<file path="config.mk">
export PLATFORM = sky130hd
export DESIGN_NAME = cpuamd_decoder
export DESIGN_NICKNAME = d
export VERILOG_FILES = /design/src/logic/cpuamd_pkg.sv /design/src/logic/cpuamd_decoder.sv /design/src/logic/cpuamd_ea_calc.sv
export SDC_FILE = /design/constraint.sdc
export NUM_CORES = 1
export LEC_CHECK = 0
export ABC_CLOCK_PERIOD_IN_PS = 3700
export BUFFER_PORTS_ARGS = -buffer_cell sky130_fd_sc_hd__buf_2
export CORE_ASPECT_RATIO = 2
export CORE_MARGIN = 4
export CORE_UTILIZATION = 25
export DETAILED_ROUTE_END_ITERATION = 10
export HOLD_SLACK_MARGIN = 0.06
export SYNTH_ARGS = -nofsm -noshare
export SYNTH_HDL_FRONTEND = slang
export SYNTH_SLANG_ARGS = --single-unit
</file>
<file path="constraint.sdc">
create_clock -name SYS_CLK -period 3.7 [get_ports SYS_CLK]
set_input_delay 0.555 -clock SYS_CLK [delete_from_list [all_inputs] [get_ports SYS_CLK]]
set_output_delay 0.555 -clock SYS_CLK [all_outputs]
set_load 0.05 [all_outputs]
</file>
<file path="src/logic/cpuamd_pkg.sv">
// Package for the addressing mode decoder: mode codes, opcode fields,
// state codes, carrier structs and per-mode length and pointer tables.
// Assumes one 100 MHz clock and a synchronous active-high reset.
package cpuamd_pkg;

	// Opcode layout: class in the top three bits, mode in the low five
	localparam int OPC_CLS_LSB = 5;
	localparam int OPC_MODE_W  = 5;
	localparam logic [4:0] MODE_COUNT = 5'h11;

	// Operation classes
	localparam logic [2:0] CLS_GENERAL = 3'h0;
	localparam logic [2:0] CLS_RMW     = 3'h1;
	localparam logic [2:0] CLS_BIT     = 3'h2;
	localparam logic [2:0] CLS_BIT_BR  = 3'h3;
	localparam logic [2:0] CLS_BRANCH  = 3'h4;

	// Page zero upper address byte
	localparam logic [7:0] PAGE_ZERO_HI = 8'h00;
	localparam logic [15:0] IDX_SHORT_MAX = 16'h01FE;
	localparam logic [7:0] REL_OFS_BAD = 8'h80;

	typedef enum logic [4:0] {
		M_INH   = 5'b00000, M_IMM   = 5'b00001,
		M_DIR_S = 5'b00010, M_DIR_L = 5'b00011,
		M_IDX_0 = 5'b00100, M_IDX_S = 5'b00101,
		M_IDX_L = 5'b00110, M_IND_S = 5'b00111,
		M_IND_L = 5'b01000, M_IIX_S = 5'b01001,
		M_IIX_L = 5'b01010, M_REL_D = 5'b01011,
		M_REL_I = 5'b01100, M_BIT_D = 5'b01101,
		M_BIT_I = 5'b01110, M_BTB_D = 5'b01111,
		M_BTB_I = 5'b10000
	} cpuamd_mode_e;

	typedef enum logic [2:0] {
		S_IDLE = 3'b000, S_INFO = 3'b001, S_OPER = 3'b010,
		S_PTR  = 3'b011, S_CALC = 3'b100, S_WAIT = 3'b101
	} cpuamd_state_e;

	typedef struct packed {
		logic [4:0] mode;
		logic [1:0] len;
		logic       ptr_need;
		logic       ptr_word;
		logic       is_long;
		logic       illegal;
	} cpuamd_info_s;

	typedef struct packed {
		logic [15:0] ea;
		logic [15:0] target;
		logic [7:0]  imm;
		logic        is_imm;
		logic        rel_bad;
	} cpuamd_result_s;

	// Operand bytes after the opcode
	function automatic logic [1:0] mode_len(input logic [4:0] m);
		unique case (m)
			M_INH, M_IDX_0: return 2'd0;
			M_IMM, M_DIR_S, M_IDX_S, M_REL_D, M_BIT_D: return 2'd1;
			M_BTB_I: return 2'd3;
			default: return 2'd2;
		endcase
	endfunction

	function automatic logic mode_ptr(input logic [4:0] m);
		return m inside {M_IND_S, M_IND_L, M_IIX_S, M_IIX_L,
			M_REL_I, M_BIT_I, M_BTB_I};
	endfunction

	function automatic logic mode_word(input logic [4:0] m);
		return m inside {M_IND_L, M_IIX_L};
	endfunction

	function automatic logic mode_long(input logic [4:0] m);
		return m inside {M_DIR_L, M_IDX_L, M_IND_L, M_IIX_L};
	endfunction

	function automatic logic [15:0] page0(input logic [7:0] a);
		return {PAGE_ZERO_HI, a};
	endfunction

endpackage

</file>
<file path="src/logic/cpuamd_decoder.sv">
// Addressing mode decoder: takes an opcode and its operand bytes from
// the fetch stream, fetches page-zero pointers, forms the address.
// Assumes the fetch stream, index and PC share SYS_CLK; the data bus
// answers a read request with one MEM_RVALID pulse.
//
// Behaviour
// RQ1 - Seventeen addressing modes in seven families are decoded.
// RQ2 - Long forms form addresses over the whole 64 Kbyte space.
// RQ3 - Short forms keep the address in page zero, 0000h to 00FFh; M_IDX_S and M_IIX_S add the index and reach 01FE.
// RQ4 - Read-modify-write and bit operations refuse long forms.
// RQ5 - Inherent has no operand byte; immediate has one, the value.
// RQ6 - Indexed without offset uses the index alone, no operand byte.
// RQ7 - Short indexed adds a byte offset up to 01FE; long adds two.
// RQ8 - Indirect forms read a page-zero byte or word pointer, 2 bytes.
// RQ9 - Relative targets lie within +/-127 of PC, 1 or 2 bytes.
// RQ10 - Bit forms target page zero with 1, 2 or 3 operand bytes.
// RQ11 - Mode, length and pointer need appear before operand fetch.
`timescale 1ns/100ps
`default_nettype none
module cpuamd_decoder
	import cpuamd_pkg::*;
(
	input  wire logic           SYS_CLK,
	input  wire logic           SYS_RST,
	input  wire logic           BYTE_VALID,
	input  wire logic [7:0]     BYTE_DATA,
	output var  logic           BYTE_TAKE,
	input  wire logic [7:0]     INDEX_X,
	input  wire logic [15:0]    PC_NEXT,
	output var  logic           MEM_RREQ,
	output var  logic [15:0]    MEM_RADDR,
	input  wire logic           MEM_RVALID,
	input  wire logic [7:0]     MEM_RDATA,
	output var  cpuamd_info_s   DEC_INFO,
	output var  logic           DEC_INFO_VALID,
	output var  logic           DEC_ILLEGAL,
	output var  cpuamd_result_s DEC_RESULT,
	output var  logic           DEC_DONE
);

	cpuamd_state_e state_q, state_d;
	cpuamd_info_s  info_d;
	logic [1:0]    cnt_q;
	logic [7:0]    opb_q [3];
	logic [7:0]    plo_q, phi_q;
	logic          half_q;
	logic          byte_acc;
	logic          calc_go;
	logic          take_d, rreq_d;
	logic [2:0]    cls;
	logic [4:0]    mode;

	assign byte_acc = BYTE_TAKE && BYTE_VALID;
	assign cls = BYTE_DATA[OPC_CLS_LSB +: 3];
	assign mode = BYTE_DATA[OPC_MODE_W-1:0];
	assign calc_go = (state_q == S_CALC);

	// Classify the opcode; long forms in RMW or bit classes are refused
	always_comb begin
		info_d = '0;
		info_d.mode = mode;
		info_d.len = mode_len(mode); // [RQ5] [RQ6] [RQ7] [RQ10]
		info_d.ptr_need = mode_ptr(mode); // [RQ8]
		info_d.ptr_word = mode_word(mode); // [RQ8]
		info_d.is_long = mode_long(mode); // [RQ2]
		info_d.illegal = (mode >= MODE_COUNT) // [RQ1]
			|| ((cls inside {CLS_RMW, CLS_BIT, CLS_BIT_BR})
			&& mode_long(mode)) // [RQ4]
			|| (cls == CLS_BIT
			&& !(mode inside {M_BIT_D, M_BIT_I})) // [RQ10]
			|| (cls == CLS_BIT_BR
			&& !(mode inside {M_BTB_D, M_BTB_I}))
			|| (cls == CLS_BRANCH
			&& !(mode inside {M_REL_D, M_REL_I})) // [RQ9]
			|| (cls > CLS_BRANCH);
	end

	// Sequencer next state
	always_comb begin
		state_d = state_q;
		unique case (state_q)
			S_IDLE: if (byte_acc) state_d = S_INFO;
			S_INFO: begin
				// Info stands one cycle before any operand byte is taken
				if (DEC_INFO.illegal) // [RQ11]
					state_d = S_IDLE;
				else if (DEC_INFO.len != 2'd0)
					state_d = S_OPER;
				else
					state_d = S_CALC;
			end
			S_OPER: begin
				if (byte_acc && cnt_q == DEC_INFO.len - 2'd1)
					state_d = DEC_INFO.ptr_need ? S_PTR : S_CALC;
			end
			S_PTR: begin
				if (MEM_RVALID && (!DEC_INFO.ptr_word || half_q))
					state_d = S_CALC;
			end
			S_CALC: state_d = S_WAIT;
			S_WAIT: state_d = S_IDLE;
			default: state_d = S_IDLE;
		endcase
	end

	// Stream ready tracks the next state so no byte is over-taken
	assign take_d = (state_d == S_IDLE) || (state_d == S_OPER);

	// A pointer read is issued on entry and again for a word's low half
	assign rreq_d = (state_d == S_PTR) && ((state_q != S_PTR)
		|| (MEM_RVALID && DEC_INFO.ptr_word && !half_q));

	// State, handshake and request flops
	always_ff @(posedge SYS_CLK) begin
		if (SYS_RST) begin
			state_q   <= S_IDLE;
			BYTE_TAKE <= 1'b0;
			MEM_RREQ  <= 1'b0;
		end else begin
			state_q   <= state_d;
			BYTE_TAKE <= take_d;
			MEM_RREQ  <= rreq_d; // [RQ8]
		end
	end

	// Mode information, latched from the opcode byte
	always_ff @(posedge SYS_CLK) begin
		if (SYS_RST) begin
			DEC_INFO       <= '0;
			DEC_INFO_VALID <= 1'b0;
			DEC_ILLEGAL    <= 1'b0;
		end else begin
			if (state_q == S_IDLE && byte_acc)
				DEC_INFO <= info_d;
			if (state_q == S_IDLE && byte_acc)
				DEC_INFO_VALID <= 1'b1; // [RQ11]
			else if (state_d == S_IDLE)
				DEC_INFO_VALID <= 1'b0;
			DEC_ILLEGAL <= (state_q == S_INFO) && DEC_INFO.illegal; // [RQ4]
		end
	end

	// Operand bytes, stored in arrival order
	always_ff @(posedge SYS_CLK) begin
		if (SYS_RST) begin
			cnt_q <= 2'd0;
			opb_q <= '{default: 8'h00};
		end else if (state_q == S_INFO) begin
			cnt_q <= 2'd0;
		end else if (state_q == S_OPER && byte_acc) begin
			opb_q[cnt_q] <= BYTE_DATA;
			cnt_q <= cnt_q + 2'd1;
		end
	end

	// Pointer fetch: word pointers give the high byte first
	always_ff @(posedge SYS_CLK) begin
		if (SYS_RST) begin
			MEM_RADDR <= '0;
			plo_q     <= 8'h00;
			phi_q     <= 8'h00;
			half_q    <= 1'b0;
		end else begin
			if (rreq_d && state_q != S_PTR) begin
				MEM_RADDR <= page0(state_q == S_OPER && cnt_q == 2'd0
					? BYTE_DATA : opb_q[0]); // [RQ8]
				half_q <= 1'b0;
			end else if (rreq_d) begin
				MEM_RADDR <= page0(MEM_RADDR[7:0] + 8'h01);
			end
			if (state_q == S_PTR && MEM_RVALID) begin
				if (DEC_INFO.ptr_word && !half_q) begin
					phi_q  <= MEM_RDATA;
					half_q <= 1'b1;
				end else begin
					plo_q <= MEM_RDATA;
				end
			end
		end
	end

	// Address forming stage; its flops drive the result ports
	cpuamd_ea_calc u_calc (
		.clk    (SYS_CLK),
		.rst    (SYS_RST),
		.go     (calc_go),
		.mode   (DEC_INFO.mode),
		.b1     (opb_q[0]),
		.b2     (opb_q[1]),
		.b3     (opb_q[2]),
		.plo    (plo_q),
		.phi    (phi_q),
		.x      (INDEX_X),
		.pc     (PC_NEXT),
		.res_q  (DEC_RESULT),
		.done_q (DEC_DONE)
	);
endmodule // cpuamd_decoder
`default_nettype wire

</file>
<file path="src/logic/cpuamd_ea_calc.sv">
// Effective address and branch target former, one registered stage.
// Assumes operand bytes, pointer bytes, index and next PC are stable
// while go is high.
`timescale 1ns/100ps
`default_nettype none
module cpuamd_ea_calc
	import cpuamd_pkg::*;
(
	input  wire logic           clk,
	input  wire logic           rst,
	input  wire logic           go,
	input  wire logic [4:0]     mode,
	input  wire logic [7:0]     b1,
	input  wire logic [7:0]     b2,
	input  wire logic [7:0]     b3,
	input  wire logic [7:0]     plo,
	input  wire logic [7:0]     phi,
	input  wire logic [7:0]     x,
	input  wire logic [15:0]    pc,
	output var  cpuamd_result_s res_q,
	output var  logic           done_q
);

	cpuamd_result_s res_d;
	logic [7:0]     ofs;

	// Short forms stay in page zero; indexed short reaches 01FE at most
	always_comb begin
		res_d = '0;
		ofs = b1;
		unique case (mode)
			M_IMM: begin
				res_d.imm = b1; // [RQ5]
				res_d.is_imm = 1'b1;
			end
			M_DIR_S, M_BIT_D, M_BTB_D: res_d.ea = page0(b1); // [RQ3] [RQ10]
			M_DIR_L: res_d.ea = {b1, b2}; // [RQ2]
			M_IDX_0: res_d.ea = page0(x); // [RQ6]
			M_IDX_S: res_d.ea = page0(b1) + page0(x); // [RQ7]
			M_IDX_L: res_d.ea = {b1, b2} + page0(x); // [RQ7]
			M_IND_S, M_BIT_I, M_BTB_I: res_d.ea = page0(plo); // [RQ8]
			M_IND_L: res_d.ea = {phi, plo}; // [RQ8]
			M_IIX_S: res_d.ea = page0(plo) + page0(x);
			M_IIX_L: res_d.ea = {phi, plo} + page0(x);
			default: res_d.ea = '0;
		endcase
		// Branch offset source differs per form
		unique case (mode)
			M_REL_I: ofs = plo;
			M_BTB_D: ofs = b2;
			M_BTB_I: ofs = b3;
			default: ofs = b1;
		endcase
		res_d.target = pc + {{8{ofs[7]}}, ofs}; // [RQ9]
		// -128 lies outside the documented reach, so it is flagged
		res_d.rel_bad = (mode inside {M_REL_D, M_REL_I, M_BTB_D,
			M_BTB_I}) && (ofs == REL_OFS_BAD); // [RQ9]
	end

	// Result register
	always_ff @(posedge clk) begin
		if (rst) begin
			res_q  <= '0;
			done_q <= 1'b0;
		end else begin
			done_q <= go;
			if (go)
				res_q <= res_d;
		end
	end
endmodule // cpuamd_ea_calc
`default_nettype wire

</file>
==> results of run 1 <==
==> final timing paths <==
kind                           end  slack (ps)  depth (start not counted)
setup / recovery  u_calc.res_q[27]         140                         12
hold / removal    u_calc.res_q[19]         450                          2
setup reg to reg  u_calc.res_q[27]         140                         12
hold reg to reg   u_calc.res_q[19]         450                          2
==> layer usage <==
layer,vias up,global-route usage,part of all wire
li1,3608,-,-
met1,3588,0.162,0.33
met2,264,0.332,0.55
met3,100,0.0272,0.045
met4,0,0.124,0.077
met5,-,0,0
==> final cells by class <==
| class | count | share of cell area |
|---|---|---|
| multi-input cells | 747 | 0.546 |
| flip-flops and latches | 112 | 0.256 |
| repair buffers | 157 | 0.105 |
| well taps | 360 | 0.0513 |
| clock buffers | 11 | 0.0277 |
| inverters | 22 | 0.00941 |
| clock inverters | 5 | 0.00456 |
| diodes | 2 | 0.000570 |
==> report_power, final <==
part,internal (uW),switching [uW]
sequential,1240,36.5
combinational,210,459
clock,482,494
total,1930,990
==> flip-flops by register name (all words and copies together) (netlist names) <==
name and count:
DEC_INFO 11, opb_q 24, u_calc.done_q 1, phi_q 8
MEM_RADDR 8, state_q 3, u_calc.res_q 42, DEC_INFO_VALID 1
DEC_ILLEGAL 1, MEM_RREQ 1, half_q 1, BYTE_TAKE 1
plo_q 8, cnt_q 2
==> logic make-up (layout without fill, tap and decap cells) <==
kind of cell,count (synthesis),in the layout
mux,35,35
flops,112,112
xor+xnor,38,38
simple gates,362,362
buf+inv,91,195
compound gates,256,256
other cells,1,10
fa+ha+maj,48,48
==> placed cells by master (no fill, tap or decap), types with 11 or more instances in the layout <==
cell,count
xor2_1,11
o21ai_0,20
buf_4,48
nand3b_1,11
a21oi_1,97
a211oi_1,27
mux2i_1,24
nor2_1,87
ha_1,45
a222oi_1,17
dfxtp_1,110
buf_2,108
inv_1,22
nand2_1,138
mux2_2,11
a22oi_1,17
xnor2_1,27
nand3_1,43
==> stage by stage <==
step | cell area [sq um] | cells | hold WS, ps
after CTS | 8730 | 1414 | 453
after global placement | 8450 | 1398 | 439
final | 8780 | 1416 | 452
after detailed placement | 8450 | 1398 | 443
after floorplan | 7410 | 950 | 436
after global routing | 8780 | 1416 | 478
==> worst min-delay path: cells and delay by family, from the launching register on <==
kind | cells | cell delay (ps)
compound gates | 1 | 50
simple gates | 1 | 50
flops | 1 | 310
==> results by group, run 1 <==
Global route
  • Total track usage: 0.174
  • Initial antenna violation count: 2
  • Vias in the first global route: 7,567
  • Overflow after GRT: 0
  • Pin count of the biggest net entering global routing: 91
  • First-pass GRT wire length: 43.4 mm

Route
  • Routed vias/inst: 5.34
  • Router iterations before antenna repair: 8
  • Via count: 7,560
  • Number of remaining DRC errors: 0
  • Routed Antenna Nets: 0
  • WL/cell: 20.2 um
  • Number of DRC markers in iteration 0: 487
  • Drt total wl: 28.6 mm

Synth
  • Post-synth cell types: 69
  • Ys async rst share: 0
  • Area share of the largest cell type after synthesis: 0.304
  • Fraction of synthesized area in multiplexers: 0.0493
  • XOR/XNOR share of the synthesized area: 0.0451
  • Yosys warns: 0
  • Top post-synthesis cells by count: nand2_1, dfxtp_1, a21oi_1
  • Compound-Gate Fraction of Synth Area: 0.227
  • Mean area per synthesized cell: 7.83 sq um
  • Largest family of logic cells by synthesized area: simple AND/OR/NAND/NOR gates
  • Flop and latch count out of synthesis: 112
  • Count leader, synth: nand2_1
  • Area leader, netlist: dfxtp_1
  • Seq/Total Area, Yosys: 0.304
  • EDFF count, synth: 0
  • Synth top area cells: dfxtp_1, ha_1, nand2_1, a21oi_1, nor2_1
  • Post-Synth Adder-Cell Area: 0.0844
  • Simple-Gate Fraction of Synth Area: 0.233
  • Synth Flop Type: dfxtp_1
  • Post-Synthesis Cells: 943
  • Synthesized area: 7390 sq um

Clocking
  • Hold buffers post-CTS: 0
  • Num CTS Buffers: 9
  • Deepest clock path buffer count: 2
  • Clock root cell: clkbuf_16
  • # H-tree levels: 3
  • CTS tree: done
  • Post-cts resize count: 0
  • Clk pin slew, worst setup/hold paths: 80 ps
  • Clock Latency Late Sink: 370 ps
  • Post-CTS Setup Inserts: 0
  • Sink Count: 112

Timing
  • Least-Margin Pin Slew: 990 ps
  • Slew headroom: 0.338
  • TNS Setup: 0 ps
  • Final setup viols: 0
  • Worst Skew: 10.7 ps
  • Fmax: 281 MHz
  • Final period util: 0.962
  • Final Hold Fails: 0
  • RSZ-0062 raised after global routing: yes
  • Post-layout min period: 3560 ps
  • Fin. max-slew vios: 0
  • Setup ws final: 141 ps

Placed design
  • Port bufs: 109
  • Final GP Congestion: 1.04
  • Pre-CTS setup slack: 26.0 ps
  • Final HPWL from detailed placement: 22.6 mm

Critical path
  • CP max stage delay: 440 ps
  • Largest fanout on the critical path: 13
  • CP startpoint kind: flip-flop
  • Crit path cell chain: buf_12 -> or3b_4 -> or2_2 -> mux2_2 -> ha_1 -> fa_1 -> a22oi_1 -> o211ai_1 -> a221oi_2 -> buf_4 -> o21ai_1 -> nor2b_1
  • CP bufs+invs: 2
  • Worst Setup Path Type: reg -> reg
  • Critical Path Sink Type: flip-flop
  • Crit path from: DEC_INFO[8]
  • CP max stage cell: fa_1
  • CP delay by family, top: simple AND/OR/NAND/NOR gates
  • Required @ worst endpoint: 3920 ps
  • CP arrival: 3780 ps
  • R2r startpoint: DEC_INFO[8]

Die
  • Row Count: 88
  • Starting density of the core: 0.255
  • Die area: 32,500 sq um
  • Die width: 130 um
  • Core ar.: 29,000 sq um
  • IO Pins: 118
  • Die height: 251 um

Layout
  • Register area: 2240 sq um
  • Number of fill cells: 3,143
  • Area Growth Syn to Fin: 18.8%
  • # nets final: 1,141
  • Area occupied by multi-input gates: 4790 sq um
  • Share of post-route cells with drive strength above 1: 0.198
  • Core Util, Final: 0.303

Power
  • VDD IR max: 188 uV
  • PwrDens: 333 nW/um^2
  • Leak: 0.00360 uW
  • Total Power: 2920 uW

Min path
  • Hold path start: u_calc.res_q[19]
  • Worst Hold Class: reg -> reg

Run status
  • Status: finished clean

Run
  • Number of max-cap violations: 0
(Power assumes the default switching activity.)
==> run 2: changes to the inputs <==
--- a/config.mk
+++ b/config.mk
@@ -6,11 +6,11 @@
 export NUM_CORES = 1
 export LEC_CHECK = 0
 export ABC_CLOCK_PERIOD_IN_PS = 3700
-export BUFFER_PORTS_ARGS = -buffer_cell sky130_fd_sc_hd__buf_2
 export CORE_ASPECT_RATIO = 2
 export CORE_MARGIN = 4
 export CORE_UTILIZATION = 25
 export DETAILED_ROUTE_END_ITERATION = 10
+export DONT_BUFFER_PORTS = 1
 export HOLD_SLACK_MARGIN = 0.06
 export SYNTH_ARGS = -nofsm -noshare
 export SYNTH_HDL_FRONTEND = slang
==> results by group, run 2 (synthesis gave the netlist of run 1 again) <==
Global route
  • Overflow after GRT: 0 (unchanged)
  • Vias in the first global route: 7,257 (-4.1%)
  • Initial antenna violation count: 1 (-1)
  • Pin count of the biggest net entering global routing: 116 (+27%)
  • Total track usage: 0.174 (+0.000325)
  • First-pass GRT wire length: 42.9 mm (-1.1%)

Critical path
  • CP delay by family, top: compound AO/OA/AOI/OAI gates
  • Crit path capture: u_calc.res_q[20]
  • Crit path cell chain: and3b_1 -> and3_1 -> a222oi_1 -> buf_4 -> a21oi_1 -> ha_2 -> fa_1 -> a21o_1 -> a21o_1 -> buf_4 -> a211o_1 -> a21oi_1 -> xnor2_1 -> nand2_1 -> a21oi_1
  • Required @ worst endpoint: 4010 ps (+90 ps)
  • R2R depth: 15 (+3)
  • Critical Path Sink Type: flip-flop
  • Reg2reg end: u_calc.res_q[20]
  • CP max stage cell: fa_1
  • CP max stage delay: 390 ps (-50 ps)
  • Largest fanout on the critical path: 5 (-8)
  • Worst Setup Path Type: reg -> reg
  • CP arrival: 3800 ps (+20 ps)
  • R2r setup slk: 210 ps (+70 ps)
  • Crit path from: DEC_INFO[10]
  • Crit. path cell count: 15 (+3)
  • CP startpoint kind: flip-flop
  • Cell mode on critical path: a21oi_1
  • R2r startpoint: DEC_INFO[10]
  • CP bufs+invs: 2 (unchanged)

Run
  • Number of max-cap violations: 0 (unchanged)

Timing
  • Worst Skew: 11.0 ps (+0.343 ps)
  • Final Hold Fails: 0 (unchanged)
  • Final setup viols: 0 (unchanged)
  • Final period util: 0.943 (-0.0184)
  • Post-layout min period: 3490 ps (-68.1 ps)
  • Fin. max-slew vios: 0 (unchanged)
  • Least-Margin Pin Slew: 1080 ps (+87.3 ps)
  • Fmax: 286 MHz (+1.9%)
  • TNS Setup: 0 ps (unchanged)
  • Slew headroom: 0.279 (-0.0584)

Route
  • Router iterations before antenna repair: 5 (-3)
  • Drt total wl: 28.6 mm (about the same)
  • Number of DRC markers in iteration 0: 440 (-9.7%)
  • WL/cell: 21.5 um (+6.5%)
  • Via count: 7,227 (-4.4%)
  • Number of remaining DRC errors: 0 (unchanged)
  • Routed Antenna Nets: 0 (unchanged)
  • Routed vias/inst: 5.44 (+1.9%)

Placed design
  • Dpl cells: 1,311 (-6.2%)
  • Final GP Congestion: 0.994 (-4.6%)
  • Port bufs: 0 (-100%)
  • Final HPWL from detailed placement: 22.4 mm (-0.79%)

Power
  • VDD IR max: 205 uV (+9.0%)
  • Total Power: 2870 uW (-1.8%)
  • PwrDens: 340 nW/um^2 (+2.4%)
  • Leak: 0.00316 uW (-12%)

Layout
  • Reg with most FFs: u_calc.res_q
  • Most common cell after layout, fill and taps aside: nand2_1
  • Cell Count, Final, Fillers Out: 1,329 (-6.1%)
  • Area Growth Syn to Fin: 14.0%
  • Most frequent cells in the layout: nand2_1, dfxtp_1, a21oi_1
  • Top Registers: u_calc.res_q: 42 flops, opb_q: 24 flops, DEC_INFO: 11 flops
  • # nets final: 1,055 (-7.5%)
  • Share of post-route cells with drive strength above 1: 0.135 (-0.0630)
  • Max reg flops: 42 (unchanged)

Clocking
  • CTS tree: done
  • Hold buffers post-CTS: 0 (unchanged)
  • Sink Count: 112 (unchanged)
  • Num CTS Buffers: 9 (unchanged)
  • Clock root cell: clkbuf_16
  • Deepest clock path buffer count: 2 (unchanged)
  • Clk pin slew, worst setup/hold paths: 80 ps (about the same)
  • Clock Latency Late Sink: 370 ps (about the same)
  • # H-tree levels: 3 (unchanged)

Die
  • IO Pins: 118 (unchanged)
  • Die area: 32,500 sq um (unchanged)
  • Die height: 251 um (unchanged)
  • Row Count: 88 (unchanged)
  • Core ar.: 29,000 sq um (unchanged)
  • Die width: 130 um (unchanged)
  • Starting density of the core: 0.255 (unchanged)

Run status
  • Status: finished clean

Min path
  • Worst Hold Class: in -> reg
[run 2: repair_timing]
item,4_1_cts,5_1_grt
setup endpoints to repair,0,14
gates resized for setup,0,18
setup buffers,0,1
[run 2: worst min-delay path by stage]
stage,start,to,slack (ps),cells after the start
final,SYS_RST,u_calc.done_q,250,1
after global routing,SYS_RST,u_calc.res_q[21],230,1
after CTS,SYS_RST,u_calc.res_q[17],240,1
after detailed placement,opb_q[4],opb_q[4],460,2
after global placement,opb_q[3],opb_q[3],450,2
after floorplan,opb_q[6],opb_q[6],440,2
[run 2: area by class of cell]
type | count | area, sq um
inverter | 22 | 82.6
multi-input combinational | 747 | 4820
antenna | 1 | 2.50
sequential | 112 | 2250
clock inverter | 6 | 51.3
timing repair buffer | 71 | 533
tap | 360 | 450
fill | 3065 | 20500
clock buffer | 10 | 239
[run 2: per-stage QoR]
step	area (sq um)	hold WS (ps)	utilization	worst slack, ps
5_1_grt	8420	234	0.291	-17.6
3_5_place_dp	8060	459	0.278	52.8
4_1_cts	8350	235	0.288	24.8
6_report	8420	255	0.291	209
2_1_floorplan	7410	436	-	59.2
3_3_place_gp	8060	446	0.278	105
[run 2: routing by layer]
layer	GRT usage	part of all wire	routed length [um]	up-vias
met5	0	0	0	-
met4	0.136	0.084	2410	0
met3	0.0430	0.058	1650	102
met2	0.323	0.54	15500	251
met1	0.156	0.32	9090	3450
li1	-	-	-	3424
[run 2: report_power, final]
group | internal [uW] | switching, uW | leakage [uW]
Combinational | 194 | 324 | 0.00213
Clock | 485 | 513 | 0.000133
Sequential | 1240 | 112 | 0.000905
